File: src/hw/scfg_pkg.sv
package scfg_pkg;

   // ****************************************************************
   // register address and fields
   // ****************************************************************
   localparam logic [31:0] SYSTEM_CONFIGURATION_ADDR = 32'hc001_0010;
   localparam int          FIX_ATTR_EN_BIT         = 18;
   localparam int          FIX_ATTR_ACCESS_BIT     = 19;
   localparam int          VAR_RANGE_IO_BIT        = 20;
   localparam int          UPPER_LIMIT_BIT         = 21;
   localparam int          FORCE_WB_BIT            = 22;
   localparam int          ENCRYPT_BIT             = 23;
   localparam logic [63:0] CFG_RESET               = 64'h0000_0000_0000_0000;
   localparam logic [63:0] CFG_WRITE_MASK          = 64'h0000_0000_00fc_0000;

   // ****************************************************************
   // fixed-range attribute store
   // ****************************************************************
   localparam int          FIX_REGS                = 11;
   localparam int          FIX_FIELDS              = 8;
   localparam int          FIX_SEL_W               = 4;
   localparam int          FIELD_W                 = 8;
   localparam int          RD_DRAM_POS             = 4;
   localparam int          WR_DRAM_POS             = 3;
   localparam logic [15:0] FIX_ATTR_RESET          = 16'h0000;

   // ****************************************************************
   // memory typing
   // ****************************************************************
   localparam int          PADDR_W                 = 52;
   localparam int          TYPE_W                  = 8;
   localparam logic [51:0] FOUR_GB                 = 52'h0_0001_0000_0000;
   // encoding of the write-back type; plain default, adjust per model
   localparam logic [7:0]  TYPE_WRITEBACK          = 8'h06;
   localparam logic [7:0]  TYPE_RESET              = 8'h00;

   // field lane of attribute pair within a 64-bit fixed-range word
   function automatic int scfg_lane(input int field);
      return field * FIELD_W;
   endfunction

endpackage

File: src/hw/scfg_ctl_if.sv
`timescale 1ns/1ps
interface scfg_ctl_if;
   logic                                upper_limit_enable;
   logic                                force_writeback;
   logic                                default_type_enable;
   logic [scfg_pkg::TYPE_W-1:0]         default_type;
   logic [scfg_pkg::PADDR_W-1:0]        lookup_addr;
   logic [scfg_pkg::PADDR_W-1:0]        upper_memory_limit;
   logic                                range_hit;
   logic [scfg_pkg::TYPE_W-1:0]         range_type;
   logic                                page_attr_valid;
   logic [scfg_pkg::TYPE_W-1:0]         page_attr_type;
   logic [scfg_pkg::TYPE_W-1:0]         resolved_type;

   modport ctl (
      output upper_limit_enable, force_writeback, default_type_enable, default_type,
      output lookup_addr, upper_memory_limit, range_hit, range_type,
      output page_attr_valid, page_attr_type,
      input  resolved_type
   );
   modport typ (
      input  upper_limit_enable, force_writeback, default_type_enable, default_type,
      input  lookup_addr, upper_memory_limit, range_hit, range_type,
      input  page_attr_valid, page_attr_type,
      output resolved_type
   );
endinterface

File: src/hw/scfg_top.sv
`timescale 1ns/1ps
// Behaviour
// - bit 18 gates fixed-range dram attributes
// - bit 19 set: attribute bits accessed normally
// - bit 19 clear: writes ignored, reads zero
// - bit 20 enables lower limit, io ranges
// - bit 21 enables upper memory limit
// - bit 22 forces write-back from 4GB up to the upper memory limit, when bit 21 is set
// - forced write-back needs default type enable
// - ranges and page table override default
// - bit 23 enables memory encryption
// - lock makes encryption enable sticky at one
// - documented bits read and write
module scfg_top (
   input  wire logic        sys_clk,               // core clock, 200 MHz
   input  wire logic        reset_n,               // async reset
   input  wire logic [31:0] msr_addr,              // msr address
   input  wire logic        msr_rd,                // msr read strobe
   input  wire logic        msr_wr,                // msr write strobe
   input  wire logic [63:0] msr_wdata,             // msr write data
   output logic      [63:0] msr_rdata,             // msr read data
   output logic             msr_ack,               // access hit this register
   output logic             msr_fault,             // access to unmapped address
   input  wire logic        mgmt_mode_lock,        // management-mode lock
   input  wire logic [3:0]  fix_sel,               // fixed-range register index
   input  wire logic        fix_rd,                // fixed-range attribute read
   input  wire logic        fix_wr,                // fixed-range attribute write
   input  wire logic [63:0] fix_wdata,             // fixed-range write data
   output logic      [63:0] fix_rdata,             // attribute bits read back
   input  wire logic [3:0]  lk_sel,                // lookup register index
   input  wire logic [2:0]  lk_field,              // lookup field within register
   output logic             lk_read_to_dram,       // effective read attribute
   output logic             lk_write_to_dram,      // effective write attribute
   output logic             lower_limit_enable,    // lower memory limit active
   output logic             var_range_io_enable,   // variable io ranges active
   output logic             upper_limit_enable,    // upper memory limit active
   output logic             mem_encrypt_enable,    // encryption features active
   input  wire logic        default_type_enable,   // default-type register enable
   input  wire logic [7:0]  default_type,          // default memory type
   input  wire logic [51:0] lookup_addr,           // physical address to type
   input  wire logic [51:0] upper_memory_limit,    // upper limit register value
   input  wire logic        range_hit,             // a type range matched
   input  wire logic [7:0]  range_type,            // matched range type
   input  wire logic        page_attr_valid,       // page table gives a type
   input  wire logic [7:0]  page_attr_type,        // page table type
   output logic      [7:0]  resolved_type          // resolved type, one cycle later
);

   // ****************************************************************
   // configuration register
   // ****************************************************************
   logic [63:0] cfg_reg;
   logic [63:0] cfg_next;
   logic [63:0] rdata_reg;
   logic [63:0] rdata_next;
   logic        ack_reg;
   logic        ack_next;
   logic        fault_reg;
   logic        fault_next;
   logic        hit;

   // full 32-bit compare: a partial decode would alias other registers
   assign hit = (msr_addr == scfg_pkg::SYSTEM_CONFIGURATION_ADDR);

   always_comb begin
      cfg_next   = cfg_reg;
      rdata_next = 64'h0;
      ack_next   = (msr_rd || msr_wr) && hit;
      fault_next = (msr_rd || msr_wr) && !hit;
      if (msr_wr && hit) begin
         cfg_next = msr_wdata & scfg_pkg::CFG_WRITE_MASK;
         if (mgmt_mode_lock && cfg_reg[scfg_pkg::ENCRYPT_BIT]) begin
            cfg_next[scfg_pkg::ENCRYPT_BIT] = 1'b1;
         end
      end
      if (msr_rd && hit) begin
         rdata_next = cfg_reg;
      end
   end

   always_ff @(posedge sys_clk or negedge reset_n) begin
      if (!reset_n) begin
         cfg_reg   <= scfg_pkg::CFG_RESET;
         rdata_reg <= 64'h0;
         ack_reg   <= 1'b0;
         fault_reg <= 1'b0;
      end else begin
         cfg_reg   <= cfg_next;
         rdata_reg <= rdata_next;
         ack_reg   <= ack_next;
         fault_reg <= fault_next;
      end
   end

   // answers are registered so the caller always sees them one cycle on
   assign msr_rdata = rdata_reg;
   assign msr_ack   = ack_reg;
   assign msr_fault = fault_reg;

   // ****************************************************************
   // enables
   // ****************************************************************
   // one bit drives both
   assign lower_limit_enable  = cfg_reg[scfg_pkg::VAR_RANGE_IO_BIT];
   assign var_range_io_enable = cfg_reg[scfg_pkg::VAR_RANGE_IO_BIT];
   assign upper_limit_enable  = cfg_reg[scfg_pkg::UPPER_LIMIT_BIT];
   assign mem_encrypt_enable  = cfg_reg[scfg_pkg::ENCRYPT_BIT];

   // ****************************************************************
   // fixed-range read/write-to-dram attribute store
   // ****************************************************************
   // only the two attribute bits per field live here; the type bits belong
   // to the fixed-range registers themselves
   logic [15:0] attr_mem      [scfg_pkg::FIX_REGS];
   logic [15:0] attr_mem_next [scfg_pkg::FIX_REGS];
   logic [15:0] attr_row_next;
   logic        attr_we;
   logic [63:0] fix_rdata_reg;
   logic [63:0] fix_rdata_next;
   logic        fix_ok;
   logic        lk_ok;
   logic [15:0] lk_row;

   // bit of one attribute inside a packed row of field pairs; the read
   // attribute sits just above the write attribute of the same field
   function automatic int attr_pos(input int field, input logic is_rd);
      return (2 * field) + (is_rd ? 1 : 0);
   endfunction

   assign fix_ok = (fix_sel < 4'(scfg_pkg::FIX_REGS));
   assign lk_ok  = (lk_sel < 4'(scfg_pkg::FIX_REGS));
   assign lk_row = lk_ok ? attr_mem[lk_sel] : 16'h0;

   always_comb begin
      attr_row_next  = 16'h0;
      fix_rdata_next = 64'h0;
      attr_we = fix_wr && fix_ok && cfg_reg[scfg_pkg::FIX_ATTR_ACCESS_BIT];
      for (int f = 0; f < scfg_pkg::FIX_FIELDS; f++) begin
         attr_row_next[attr_pos(f, 1'b1)] =
            fix_wdata[scfg_pkg::scfg_lane(f) + scfg_pkg::RD_DRAM_POS];
         attr_row_next[attr_pos(f, 1'b0)] =
            fix_wdata[scfg_pkg::scfg_lane(f) + scfg_pkg::WR_DRAM_POS];
      end
      // only the addressed row takes the new pair; the rest hold
      for (int r = 0; r < scfg_pkg::FIX_REGS; r++) begin
         attr_mem_next[r] = attr_mem[r];
         if (attr_we && (fix_sel == 4'(r))) begin
            attr_mem_next[r] = attr_row_next;
         end
      end
      if (fix_rd && fix_ok && cfg_reg[scfg_pkg::FIX_ATTR_ACCESS_BIT]) begin
         for (int f = 0; f < scfg_pkg::FIX_FIELDS; f++) begin
            fix_rdata_next[scfg_pkg::scfg_lane(f) + scfg_pkg::RD_DRAM_POS] =
               attr_mem[fix_sel][attr_pos(f, 1'b1)];
            fix_rdata_next[scfg_pkg::scfg_lane(f) + scfg_pkg::WR_DRAM_POS] =
               attr_mem[fix_sel][attr_pos(f, 1'b0)];
         end
      end
   end

   // one flop row per register; rows are small, so plain flops beat a
   // memory macro and keep the lookup path free of read latency
   generate
      for (genvar r = 0; r < scfg_pkg::FIX_REGS; r++) begin : g_attr
         always_ff @(posedge sys_clk or negedge reset_n) begin
            if (!reset_n) begin
               attr_mem[r] <= scfg_pkg::FIX_ATTR_RESET;
            end else begin
               attr_mem[r] <= attr_mem_next[r];
            end
         end
      end
   endgenerate

   always_ff @(posedge sys_clk or negedge reset_n) begin
      if (!reset_n) begin
         fix_rdata_reg <= 64'h0;
      end else begin
         fix_rdata_reg <= fix_rdata_next;
      end
   end

   assign fix_rdata = fix_rdata_reg;

   assign lk_read_to_dram  = cfg_reg[scfg_pkg::FIX_ATTR_EN_BIT]
                             && lk_row[attr_pos(int'(lk_field), 1'b1)];
   assign lk_write_to_dram = cfg_reg[scfg_pkg::FIX_ATTR_EN_BIT]
                             && lk_row[attr_pos(int'(lk_field), 1'b0)];

   // ****************************************************************
   // default memory type resolution
   // ****************************************************************
   scfg_ctl_if ctl_if ();

   assign ctl_if.upper_limit_enable  = cfg_reg[scfg_pkg::UPPER_LIMIT_BIT];
   assign ctl_if.force_writeback     = cfg_reg[scfg_pkg::FORCE_WB_BIT];
   assign ctl_if.default_type_enable = default_type_enable;
   assign ctl_if.default_type        = default_type;
   assign ctl_if.lookup_addr         = lookup_addr;
   assign ctl_if.upper_memory_limit  = upper_memory_limit;
   assign ctl_if.range_hit           = range_hit;
   assign ctl_if.range_type          = range_type;
   assign ctl_if.page_attr_valid     = page_attr_valid;
   assign ctl_if.page_attr_type      = page_attr_type;

   scfg_mem_type scfg_mem_type_inst (
      .sys_clk (sys_clk),
      .reset_n (reset_n),
      .ctl     (ctl_if)
   );

   assign resolved_type = ctl_if.resolved_type;

endmodule

File: src/hw/scfg_mem_type.sv
`timescale 1ns/1ps
module scfg_mem_type (
   input  wire logic sys_clk,         // core clock
   input  wire logic reset_n,         // async reset
   scfg_ctl_if.typ   ctl              // controls and lookup
);

   logic [scfg_pkg::TYPE_W-1:0] type_reg;
   logic [scfg_pkg::TYPE_W-1:0] type_next;
   logic                        in_upper;

   always_comb begin
      // upper region only exists while its limit register is enabled
      in_upper  = ctl.upper_limit_enable
                  && (ctl.lookup_addr >= scfg_pkg::FOUR_GB)
                  && (ctl.lookup_addr < ctl.upper_memory_limit);
      type_next = ctl.default_type;
      if (ctl.default_type_enable && ctl.force_writeback && in_upper) begin
         type_next = scfg_pkg::TYPE_WRITEBACK;
      end
      if (ctl.range_hit) begin
         type_next = ctl.range_type;
      end
      if (ctl.page_attr_valid) begin
         type_next = ctl.page_attr_type;
      end
   end

   always_ff @(posedge sys_clk or negedge reset_n) begin
      if (!reset_n) begin
         type_reg <= scfg_pkg::TYPE_RESET;
      end else begin
         type_reg <= type_next;
      end
   end

   assign ctl.resolved_type = type_reg;

endmodule

File: config.mk
export PLATFORM = sky130hd
export DESIGN_NAME = scfg_top
export DESIGN_NICKNAME = d
export VERILOG_FILES = /design/src/hw/scfg_pkg.sv /design/src/hw/scfg_ctl_if.sv /design/src/hw/scfg_top.sv /design/src/hw/scfg_mem_type.sv
export SDC_FILE = /design/constraint.sdc
export NUM_CORES = 1
export LEC_CHECK = 0
export BUFFER_PORTS_ARGS = -buffer_cell sky130_fd_sc_hd__buf_4
export CAP_MARGIN = 20
export CELL_PAD_IN_SITES_DETAIL_PLACEMENT = 1
export CELL_PAD_IN_SITES_GLOBAL_PLACEMENT = 1
export CORE_MARGIN = 8
export CORE_UTILIZATION = 40
export CTS_CLUSTER_SIZE = 14
export DETAILED_ROUTE_END_ITERATION = 8
export PLACE_DENSITY_LB_ADDON = 0.1
export SETUP_SLACK_MARGIN = 0.5
export SLEW_MARGIN = 5
export SYNTH_ARGS = -nofsm -noshare
export SYNTH_HDL_FRONTEND = slang
export SYNTH_SLANG_ARGS = --single-unit
File: constraint.sdc
create_clock -name sys_clk -period 2.7 [get_ports sys_clk]
set_input_delay 0.27 -clock sys_clk [delete_from_list [all_inputs] [get_ports sys_clk]]
set_output_delay 0.27 -clock sys_clk [all_outputs]
set_load 0.1 [all_outputs]
# Word level (Yosys, flattened, before mapping)
# Cells that the tools add are included.
dict set report totals {
  latchBits 0
  register_bits 272
  mem_bits_ro 0
  out_inout_bits 144
  ram_bits 0
  n_memories 0
  inputBits 309
  elab_cells 93
}
dict set report classes {
  n_mul 0
  n_div 0
  muxes 25
  n_lt_le_gt_ge 8
  shifts 0
  eq_ne 11
  addsub 1
  n_bitwise 2
  reduce_logical 29
}
# op n
set ops {}
lappend ops {{$bmux W16 S4} 2}
lappend ops {{$mux W16} 5}
lappend ops {{$ge A52 B33 Y1 const B} 1}
lappend ops {{$lt A52 B52 Y1} 1}
lappend ops {{$eq A32 B32 Y1 const B} 1}
lappend ops {{$logic_and A1 B1 Y1} 26}
lappend ops {{$mux W24} 1}
lappend ops {{$mux W8} 3}
lappend ops {{$eq A4 B3 Y1 const B} 4}
lappend ops {{$mux W2} 8}
lappend ops {{$eq A4 B4 Y1 const B} 3}
lappend ops {{$ge A5 B5 Y1 const B} 2}
lappend ops {{$not A4 Y5} 2}
lappend ops {{$eq A4 B2 Y1 const B} 2}
lappend ops {{$lt A4 B4 Y1 const B} 2}
lappend ops {{$add A4 B1 Y5 const B} 1}
lappend ops {{$lt A4 B5 Y1 const B} 1}
lappend ops {{$lt A5 B5 Y1 const B} 1}
lappend ops {{$bmux W1 S4} 1}
lappend ops {{$eq A4 B1 Y1 const B} 1}
lappend ops {{$logic_not A4 Y1} 1}
lappend ops {{$mux W1} 4}
lappend ops {{$bmux W1 S3} 1}
lappend ops {{$logic_not A1 Y1} 1}
lappend ops {{$logic_or A1 B1 Y1} 1}

# Logic depth before layout (Yosys ltp)
# Gate-level depths: netlist of run 1.
dict set report logic_depth {
  word_depth 9
  mapped_depth 10
  depth_no_buf 9
}

# Hierarchy
# From an unflattened synthesis of run 1, not the netlist that was laid out.
dict set report unflattened {
  cells_unflattened 1077
  area_unflattened_um2 13321.5
}
# mod instances area_per_inst_um2 cells_per_inst seq_area_each_um2
set modules_own_cells {}
lappend modules_own_cells {scfg_top 1 11593.6 857 5154.9}
lappend modules_own_cells {scfg_mem_type 1 1727.9 220 200.2}

# Worst setup path after synthesis of run 1
# No wires, ideal clock.
dict set report synth_timing {
  path_type {input port to output port}
  startpoint {input port lk_sel[0]}
  endpoint {output port lk_write_to_dram}
  path_slack_ps -1342
  cell_stages 10
  arrival_time_ps 3772
  required_time_ps 2430
  n_path_buf 3
  cell_sequence {buf_6 > buf_4 > buf_6 > nand2_1 > nand4b_1 > nor3b_1 > nand2_1 > o311ai_0 > nand2_1 > a211oi_1}
}
dict set report synth_via {
  elab_chain_cells 8
  elab_cells_between_ends 9
  cone_classes {order compare (1); mux (6); bitwise (1); reduce/logical (1)}
}
# item line_no
set synth_rtl {}
lappend synth_rtl {{start: declaration} scfg_top.sv:30} ;# input wire logic [3:0] lk_sel,
lappend synth_rtl {{$not A4 Y5 (not written as such)} scfg_top.sv:132} ;# assign lk_row = lk_ok ? attr_mem[lk_sel] : 16'h0;
lappend synth_rtl {{$bmux W16 S4} scfg_top.sv:132}
lappend synth_rtl {{$mux W16 (not written as such) (2 in a row)} scfg_top.sv:132}
lappend synth_rtl {{$mux W16 *} scfg_top.sv:132}
lappend synth_rtl {{$bmux W1 S3 *} scfg_top.sv:188} ;# && lk_row[attr_pos(int'(lk_field), 1'b0)];
lappend synth_rtl {{$mux W1 (not written as such) *} scfg_top.sv:188}
lappend synth_rtl {{$logic_and A1 B1 Y1 *} scfg_top.sv:188}
lappend synth_rtl {{end: declaration} scfg_top.sv:33} ;# output logic lk_write_to_dram,
# Mark *: on every way between the ends. The rest lies on a longest branch, timed or not. The select of a mux whose other input is x is not followed.

# Worst setup path in the final report of run 1
dict set report layout_timing {
  startpoint {register attr_mem[49] (netlist name)}
  endpoint {output port lk_read_to_dram}
}
dict set report layout_via {
  elab_chain_cells 8
}
# item line_no
set layout_rtl {}
lappend layout_rtl {{start: declaration} scfg_top.sv:114} ;# logic [15:0] attr_mem [scfg_pkg::FIX_REGS];
lappend layout_rtl {{start signal: indexed assignment} scfg_top.sv:167} ;# attr_mem[r] <= scfg_pkg::FIX_ATTR_RESET;
lappend layout_rtl {{start signal: indexed assignment} scfg_top.sv:169} ;# attr_mem[r] <= attr_mem_next[r];
lappend layout_rtl {{$bmux W16 S4} scfg_top.sv:132}
lappend layout_rtl {{$mux W16 (not written as such) (2 in a row)} scfg_top.sv:132}
lappend layout_rtl {{$mux W16} scfg_top.sv:132}
lappend layout_rtl {{$bmux W1 S4} scfg_top.sv:186} ;# && lk_row[attr_pos(int'(lk_field), 1'b1)];
lappend layout_rtl {{$mux W1 (not written as such) (2 in a row)} scfg_top.sv:186}
lappend layout_rtl {{$logic_and A1 B1 Y1} scfg_top.sv:186}
lappend layout_rtl {{end: declaration} scfg_top.sv:32} ;# output logic lk_read_to_dram,
# Every way passes these cells. The select of a mux whose other input is x is not followed.

==> results.json, run 1 <==
{
  "outcome": "finished, violations left",
  "violations": "negative setup slack",
  "ant_nets": 0,
  "synth-main-ff-cell": "dfrtp_1",
  "die_area_sq_um": 39400,
  "via_per_inst": 5.34,
  "setup_slack_ns": -0.102,
  "syn_inst": 1115,
  "core_area_sq_um": 33200,
  "syn_area_sq_um": 13300,
  "hp-class": "in2reg",
  "r2r_end": "attr_mem[28]",
  "fillers": 3581,
  "antenna_found_initial": 5,
  "critPathRequiredTime_ns": 2.43,
  "port_buffers": 240,
  "reg2regPathDepth": 5,
  "grt_pass1_wl_microns": 66500,
  "hold_slack_ns": 0.0343,
  "largest_reg_flops": 176,
  "floorplan.initialDensity_pct": 40.1,
  "cp-start-kind": "flop",
  "min_to": "msr_ack",
  "p_seq_share_pct": 38.9,
  "routedWlPerCell_microns": 23.8,
  "rsz0062_at_grt": "yes",
  "die_w_microns": 198,
  "cpPeakStageDelay_ns": 0.54,
  "r2r_slack_ns": 0.82,
  "vias": 9890,
  "finish.instance_area_sq_um": 16500,
  "min_from": "msr_rd",
  "fin_skew_ns": 0.00680,
  "path_common_cell": "mux4_2",
  "ir_worst_vdd_mv": 0.410,
  "clock_latency_ns": 0.52,
  "ys_warn_count": 0,
  "p_leak_nw": 8.24,
  "syn_avg_cell_area_sq_um": 11.9,
  "layout_min_cycle_time_ns": 2.80,
  "routabilityCongestion": 0.817,
  "drt_iter0_drc": 516,
  "root_buffer": "clkbuf_16",
  "maxCapViolCount": 0,
  "nNetsFinal": 1745,
  "async_flop_share_pct": 100,
  "tightest_slew_ns": 0.842,
  "drcViolationCount": 0,
  "io_pins": 453,
  "path_clk_slew_ns": 0.06,
  "drt_first_pass_iters": 4,
  "power.density_nw_per_um2": 501,
  "die_y_microns": 198,
  "rows": 67,
  "cts.sinks": 214,
  "min_path_cells": 2,
  "layout-drive-gt1-share_pct": 44.9,
  "slowest_stage": "mux4_2",
  "drv_slew": 0,
  "cts_tree": "done",
  "overflow": 0,
  "switchingPower_w": 0.00258,
  "first_global_vias": 10827,
  "swShare_pct": 31.1,
  "setup_viol": 2,
  "clkPwrFrac_pct": 41.0,
  "grt_usage_pct": 22.1,
  "intPower_w": 0.00570,
  "grt_start_max_net_pins": 81,
  "placed_cells": 1789,
  "crit_chain": "mux4_2 > mux4_2 > and2_4 > o21ai_4 > nand3_4 > buf_12",
  "place_area_sq_um": 15500,
  "area_growth_pct": 24.1,
  "path_class": "reg2out",
  "crit_path_max_fanout": 3,
  "htree_levels": 1,
  "cp-end-kind": "primary output",
  "ys_seq_area_share_pct": 40.2,
  "fin_crit_sh_pct": 104,
  "instances_no_fill": 1851,
  "dpl.hpwl_microns": 34100,
  "ys_seq_elements": 214,
  "finalHoldViolations": 0,
  "combPwrFrac_pct": 20.1,
  "crit_arrival_ns": 2.53,
  "synth_edf_count": 0,
  "utilization_pct": 49.8,
  "r2r_start": "cfg_reg[19]",
  "clock_path_buffers": 3,
  "timing.fmax_mhz": 357,
  "cts_buffers": 25,
  "slew-limit-headroom_pct": 43.4,
  "synth_cell_types": 57,
  "wirelength_microns": 44100
}
==> area by class of cell <==
cell class,instances,area [sq um],area share [%]
sequential,214,5360,32.4
inverter,55,206,1.25
timing repair buffer,317,2490,15.1
antenna,1,2.50,0.0151
clock inverter,8,93.8,0.567
clock buffer,36,727,4.40
multi-input combinational,772,7100,42.9
tap,448,561,3.39
==> stage by stage <==
stage	TNS (ns)	setup slack (ns)	total power, W
after floorplan	0	0.115	0.00452
after global placement	-0.00866	-0.00866	0.00490
after detailed placement	-0.0409	-0.0274	0.00492
after CTS	-0.241	-0.131	0.00836
after global routing	-0.309	-0.160	0.00858
final	-0.138	-0.102	0.00828
==> per-layer routing <==
metal	GRT usage (%)	wire length [microns]	vias to the layer above	share of wire [%]
met5	0	65	-	0.15
met4	7.36	1460	10	3.3
met3	6.73	3980	89	9.0
met2	35.8	20700	372	47
met1	27.9	17900	4983	41
li1	-	-	4436	-
==> synthesized netlist by cell type (all sizes together) (6+ instances only) <==
| library cell | instances | area, sq um |
|---|---|---|
| a21oi | 55 | 275 |
| nand4 | 15 | 93.8 |
| nor2b | 11 | 68.8 |
| a31oi | 8 | 50.1 |
| buf | 140 | 1020 |
| dfrtp | 214 | 5360 |
| o21ai | 13 | 65.1 |
| clkbuf | 39 | 166 |
| mux2i | 26 | 260 |
| a22o | 7 | 61.3 |
| nor3 | 11 | 60.1 |
| and2 | 6 | 37.5 |
| nand3 | 8 | 40.0 |
| inv | 54 | 203 |
| and3 | 10 | 62.6 |
| mux2 | 185 | 2080 |
| a211oi | 22 | 165 |
| ha | 51 | 638 |
| a21o | 11 | 82.6 |
| nand2 | 27 | 101 |
| nor4 | 19 | 131 |
| mux4 | 74 | 1700 |
| o2111ai | 7 | 61.3 |
| nor2 | 63 | 236 |
==> cell families (layout without fill, tap and decap cells) <==
family | Yosys count | in the layout | share of synthesized area [%]
muxes | 285 | 285 | 30.3
adders and majority gates | 51 | 51 | 4.79
buffers and inverters | 234 | 416 | 10.4
other | 1 | 107 | 0.0282
and+or+nand+nor | 188 | 188 | 7.31
AOI/OAI and AO/OA | 142 | 142 | 6.89
DFF | 214 | 214 | 40.2
==> critical path: cells and delay by family, from the launching register on <==
kind | cells | cell delay, ns
muxes | 2 | 1.02
DFF | 1 | 0.39
and+or+nand+nor | 2 | 0.28
buffers and inverters | 1 | 0.17
AOI/OAI and AO/OA | 1 | 0.14
==> placed cells by master (no fill, tap or decap), types with 51 or more instances in the layout <==
cell type,count
mux2_2,185
mux4_2,72
buf_4,297
inv_1,54
nor2_1,61
dfrtp_1,214
ha_1,51
conb_1,106
a21oi_1,55
==> power groups by stage <==
| stage | Combinational [W] | Sequential (W) | Clock, W |
|---|---|---|---|
| after detailed placement | 0.00164 | 0.00328 | 0 |
| after floorplan | 0.00115 | 0.00337 | 0 |
| after global placement | 0.00162 | 0.00328 | 0 |
| after global routing | 0.00176 | 0.00322 | 0.00359 |
| after CTS | 0.00166 | 0.00322 | 0.00348 |
| final | 0.00166 | 0.00322 | 0.00339 |
==> how the worst max path moves through the flow <==
stage	from	end	slack, ns
after CTS	attr_mem[49]	lk_read_to_dram	-0.13
final	attr_mem[49]	lk_read_to_dram	-0.10
after detailed placement	lk_sel[0]	lk_write_to_dram	-0.03
after floorplan	lk_sel[0]	lk_write_to_dram	0.12
after global placement	lk_sel[0]	lk_write_to_dram	-0.009
after global routing	attr_mem[49]	lk_read_to_dram	-0.16
==> timing repair <==
action                                  in CTS  in global routing
endpoints found under the hold margin       89                  0
buffers inserted                             2                  2
endpoints found under the setup margin       2                  2
gates cloned                                 0                  0
resized for setup                           14                 12
hold buffers                                13                  0
pin swaps                                    0                  9
(Power assumes the default switching activity.)
==> inputs of run 2 (changes only) <==
SYNTH_HIERARCHICAL = 1   (was not set)
==> run 2 against run 1 <==
The run now ends clean. Critical path depth is the same. Hold slack got worse by 0.0087 ns. Sequential power about the same. Critical path type unchanged. Highest routed layer is now met4.
==> results.json, run 2 <==
{
  "clock_latency_ns": 0.53,
  "reg2regPathDepth": 4,
  "syn_inst": 1077,
  "synth_cell_types": 66,
  "layout_min_cycle_time_ns": 2.64,
  "ys_warn_count": 6,
  "ant_nets": 0,
  "via_per_inst": 5.22,
  "die_w_microns": 198,
  "synth-main-ff-cell": "dfrtp_1",
  "path_class": "reg2out",
  "antenna_found_initial": 0,
  "yosysMostFrequentCell": "dfrtp_1",
  "crit_arrival_ns": 2.37,
  "crit_family": "multiplexers",
  "routabilityCongestion": 0.782,
  "cp-start-kind": "flop",
  "root_buffer": "clkbuf_16",
  "wirelength_microns": 41600,
  "intPower_w": 0.00625,
  "final_cell_mix": "277 x buf_4, 214 x dfrtp_1, 150 x mux2_2",
  "cts_tree": "done",
  "cts.sinks": 214,
  "slowest_stage": "mux4_2",
  "ys_seq_area_share_pct": 40.2,
  "drv_slew": 0,
  "htree_levels": 1,
  "critPathRequiredTime_ns": 2.43,
  "combPwrFrac_pct": 18.3,
  "drt_iter0_drc": 329,
  "syn_avg_cell_area_sq_um": 12.4,
  "path_buf_inv": 1,
  "postCtsSetupBuffers": 0,
  "floorplan.initialDensity_pct": 40.1,
  "drcViolationCount": 0,
  "io_pins": 453,
  "port_buffers": 240,
  "path_clk_slew_ns": 0.06,
  "synth_top_area_share_pct": 40.2,
  "synth.area.top_cells": "dfrtp_1 40%, mux4_2 13%, mux2_2 13%",
  "nNetsFinal": 1702,
  "p_leak_nw": 8.31,
  "ys_seq_elements": 214,
  "cpPeakStageDelay_ns": 0.50,
  "swShare_pct": 29.1,
  "fin_skew_ns": 0.0123,
  "crit_path_max_fanout": 3,
  "finalHoldViolations": 0,
  "core_area_sq_um": 33200,
  "ir_worst_vdd_mv": 0.401,
  "async_flop_share_pct": 100,
  "tightest_slew_ns": 0.586,
  "syn_area_sq_um": 13300,
  "power.density_nw_per_um2": 529,
  "synth_edf_count": 0,
  "synth_commonest_cells": "214 x dfrtp_1, 152 x mux2_2, 119 x buf_4",
  "layout-drive-gt1-share_pct": 44.7,
  "grt_pass1_wl_microns": 64200,
  "fillers": 3574,
  "drt_first_pass_iters": 4,
  "utilization_pct": 50.2,
  "finish.instance_area_sq_um": 16700,
  "vias": 9440,
  "routedWlPerCell_microns": 23.0,
  "place_area_sq_um": 15400,
  "crit_chain": "mux4_2 > mux2i_1 > mux2i_1 > nor3_1 > o32ai_4 > buf_12",
  "grt_start_max_net_pins": 71,
  "cp-end-kind": "primary output",
  "die_area_sq_um": 39400,
  "grt_usage_pct": 21.0,
  "first_global_vias": 10807,
  "cp_num_cells": 6,
  "rows": 67,
  "outcome": "completed",
  "dpl.hpwl_microns": 31400,
  "path_common_cell": "mux2i_1",
  "synth_top_area_cell": "dfrtp_1",
  "fin_crit_sh_pct": 97.7,
  "switchingPower_w": 0.00256,
  "hp-class": "in2reg",
  "final_common_cell": "buf_4",
  "largest_reg_flops": 176,
  "slew-limit-headroom_pct": 60.7,
  "r2r_slack_ns": 0.73,
  "clkPwrFrac_pct": 45.1,
  "die_y_microns": 198,
  "cts_buffers": 26,
  "min_path_cells": 2,
  "setup_viol": 0,
  "overflow": 0,
  "timing.fmax_mhz": 379,
  "diodes": 0,
  "rsz0062_at_grt": "yes",
  "p_seq_share_pct": 36.6,
  "hold_slack_ns": 0.0256,
  "maxCapViolCount": 0,
  "area_growth_pct": 25.1,
  "power.total_w": 0.00881,
  "clock_path_buffers": 3
}
[run 2: cell types whose count changed after synthesis, moves of 9 or more]
| cell | before | now |
|---|---|---|
| mux4_2 | 66 | 77 |
| nand2_1 | 27 | 42 |
| a211oi_1 | 22 | 4 |
| a21o_1 | 11 | 1 |
| a211o_1 | 0 | 16 |
| mux2i_1 | 26 | 35 |
| mux2_2 | 185 | 152 |
| mux2_4 | 0 | 20 |
| mux2_1 | 0 | 11 |
| nor2_1 | 63 | 43 |
| clkbuf_1 | 37 | 25 |
| buf_4 | 110 | 119 |
[run 2: through the flow]
stage,setup TNS [ns],worst slack [ns],cells
floorplan,0,0.411,1182
global placement,0,0.106,1739
detailed placement,0,0.117,1739
CTS,0,0.0282,1809
global route,-0.0744,-0.0612,1809
finish,0,0.0614,1809
[run 2: cell type report]
cell class	instances	area, sq um	area share [%]
clock inverters	8	218	1.31
repair buffers	308	2460	14.8
inverters	59	224	1.34
flip-flops and latches	214	5360	32.1
well taps	448	561	3.36
clock buffers	39	761	4.57
multi-input cells	733	7080	42.5
[run 2: cell families after synthesis]
logic type / after synthesis / share of synthesized area [%]
AOI/OAI and AO/OA: 114 / 5.71
adders and majority gates: 51 / 4.79
buffers and inverters: 235 / 10.5
DFF: 214 / 40.2
muxes: 295 / 31.7
other: 1 / 0.0281
and+or+nand+nor: 167 / 7.07
[run 2: power groups by stage]
stage,clock [W],combinational [W],sequential (W)
after CTS,0.00406,0.00161,0.00322
after floorplan,0,0.00114,0.00337
after global routing,0.00419,0.00171,0.00322
final,0.00398,0.00161,0.00322
after global placement,0,0.00157,0.00328
after detailed placement,0,0.00158,0.00328
[run 2: repair_timing]
item                                    CTS  global route
endpoints found under the hold margin    82             0
pin swaps                                 5             3
gates resized for setup                  10             5
hold buffers                             23             0
gates cloned                              0             0
endpoints found under the setup margin    2             2
[run 2: worst paths after layout]
check,startpoint,end
worst max-delay path,attr_mem[48],lk_write_to_dram
worst min-delay path,msr_rd,msr_ack
worst max register to register,cfg_reg[19],attr_mem[119]
worst min register to register,attr_mem[134],attr_mem[134]
max in group asynchronous,reset_n,attr_mem[59]
min in group asynchronous,reset_n,fix_rdata[3]
[run 2: routing by layer]
layer	global-route usage [%]	up-vias	wire length [microns]
met2	35.8	301	20600
met1	25.8	4824	16700
met3	5.82	59	3220
met5	0	-	0
met4	5.98	0	1100
li1	-	4256	-
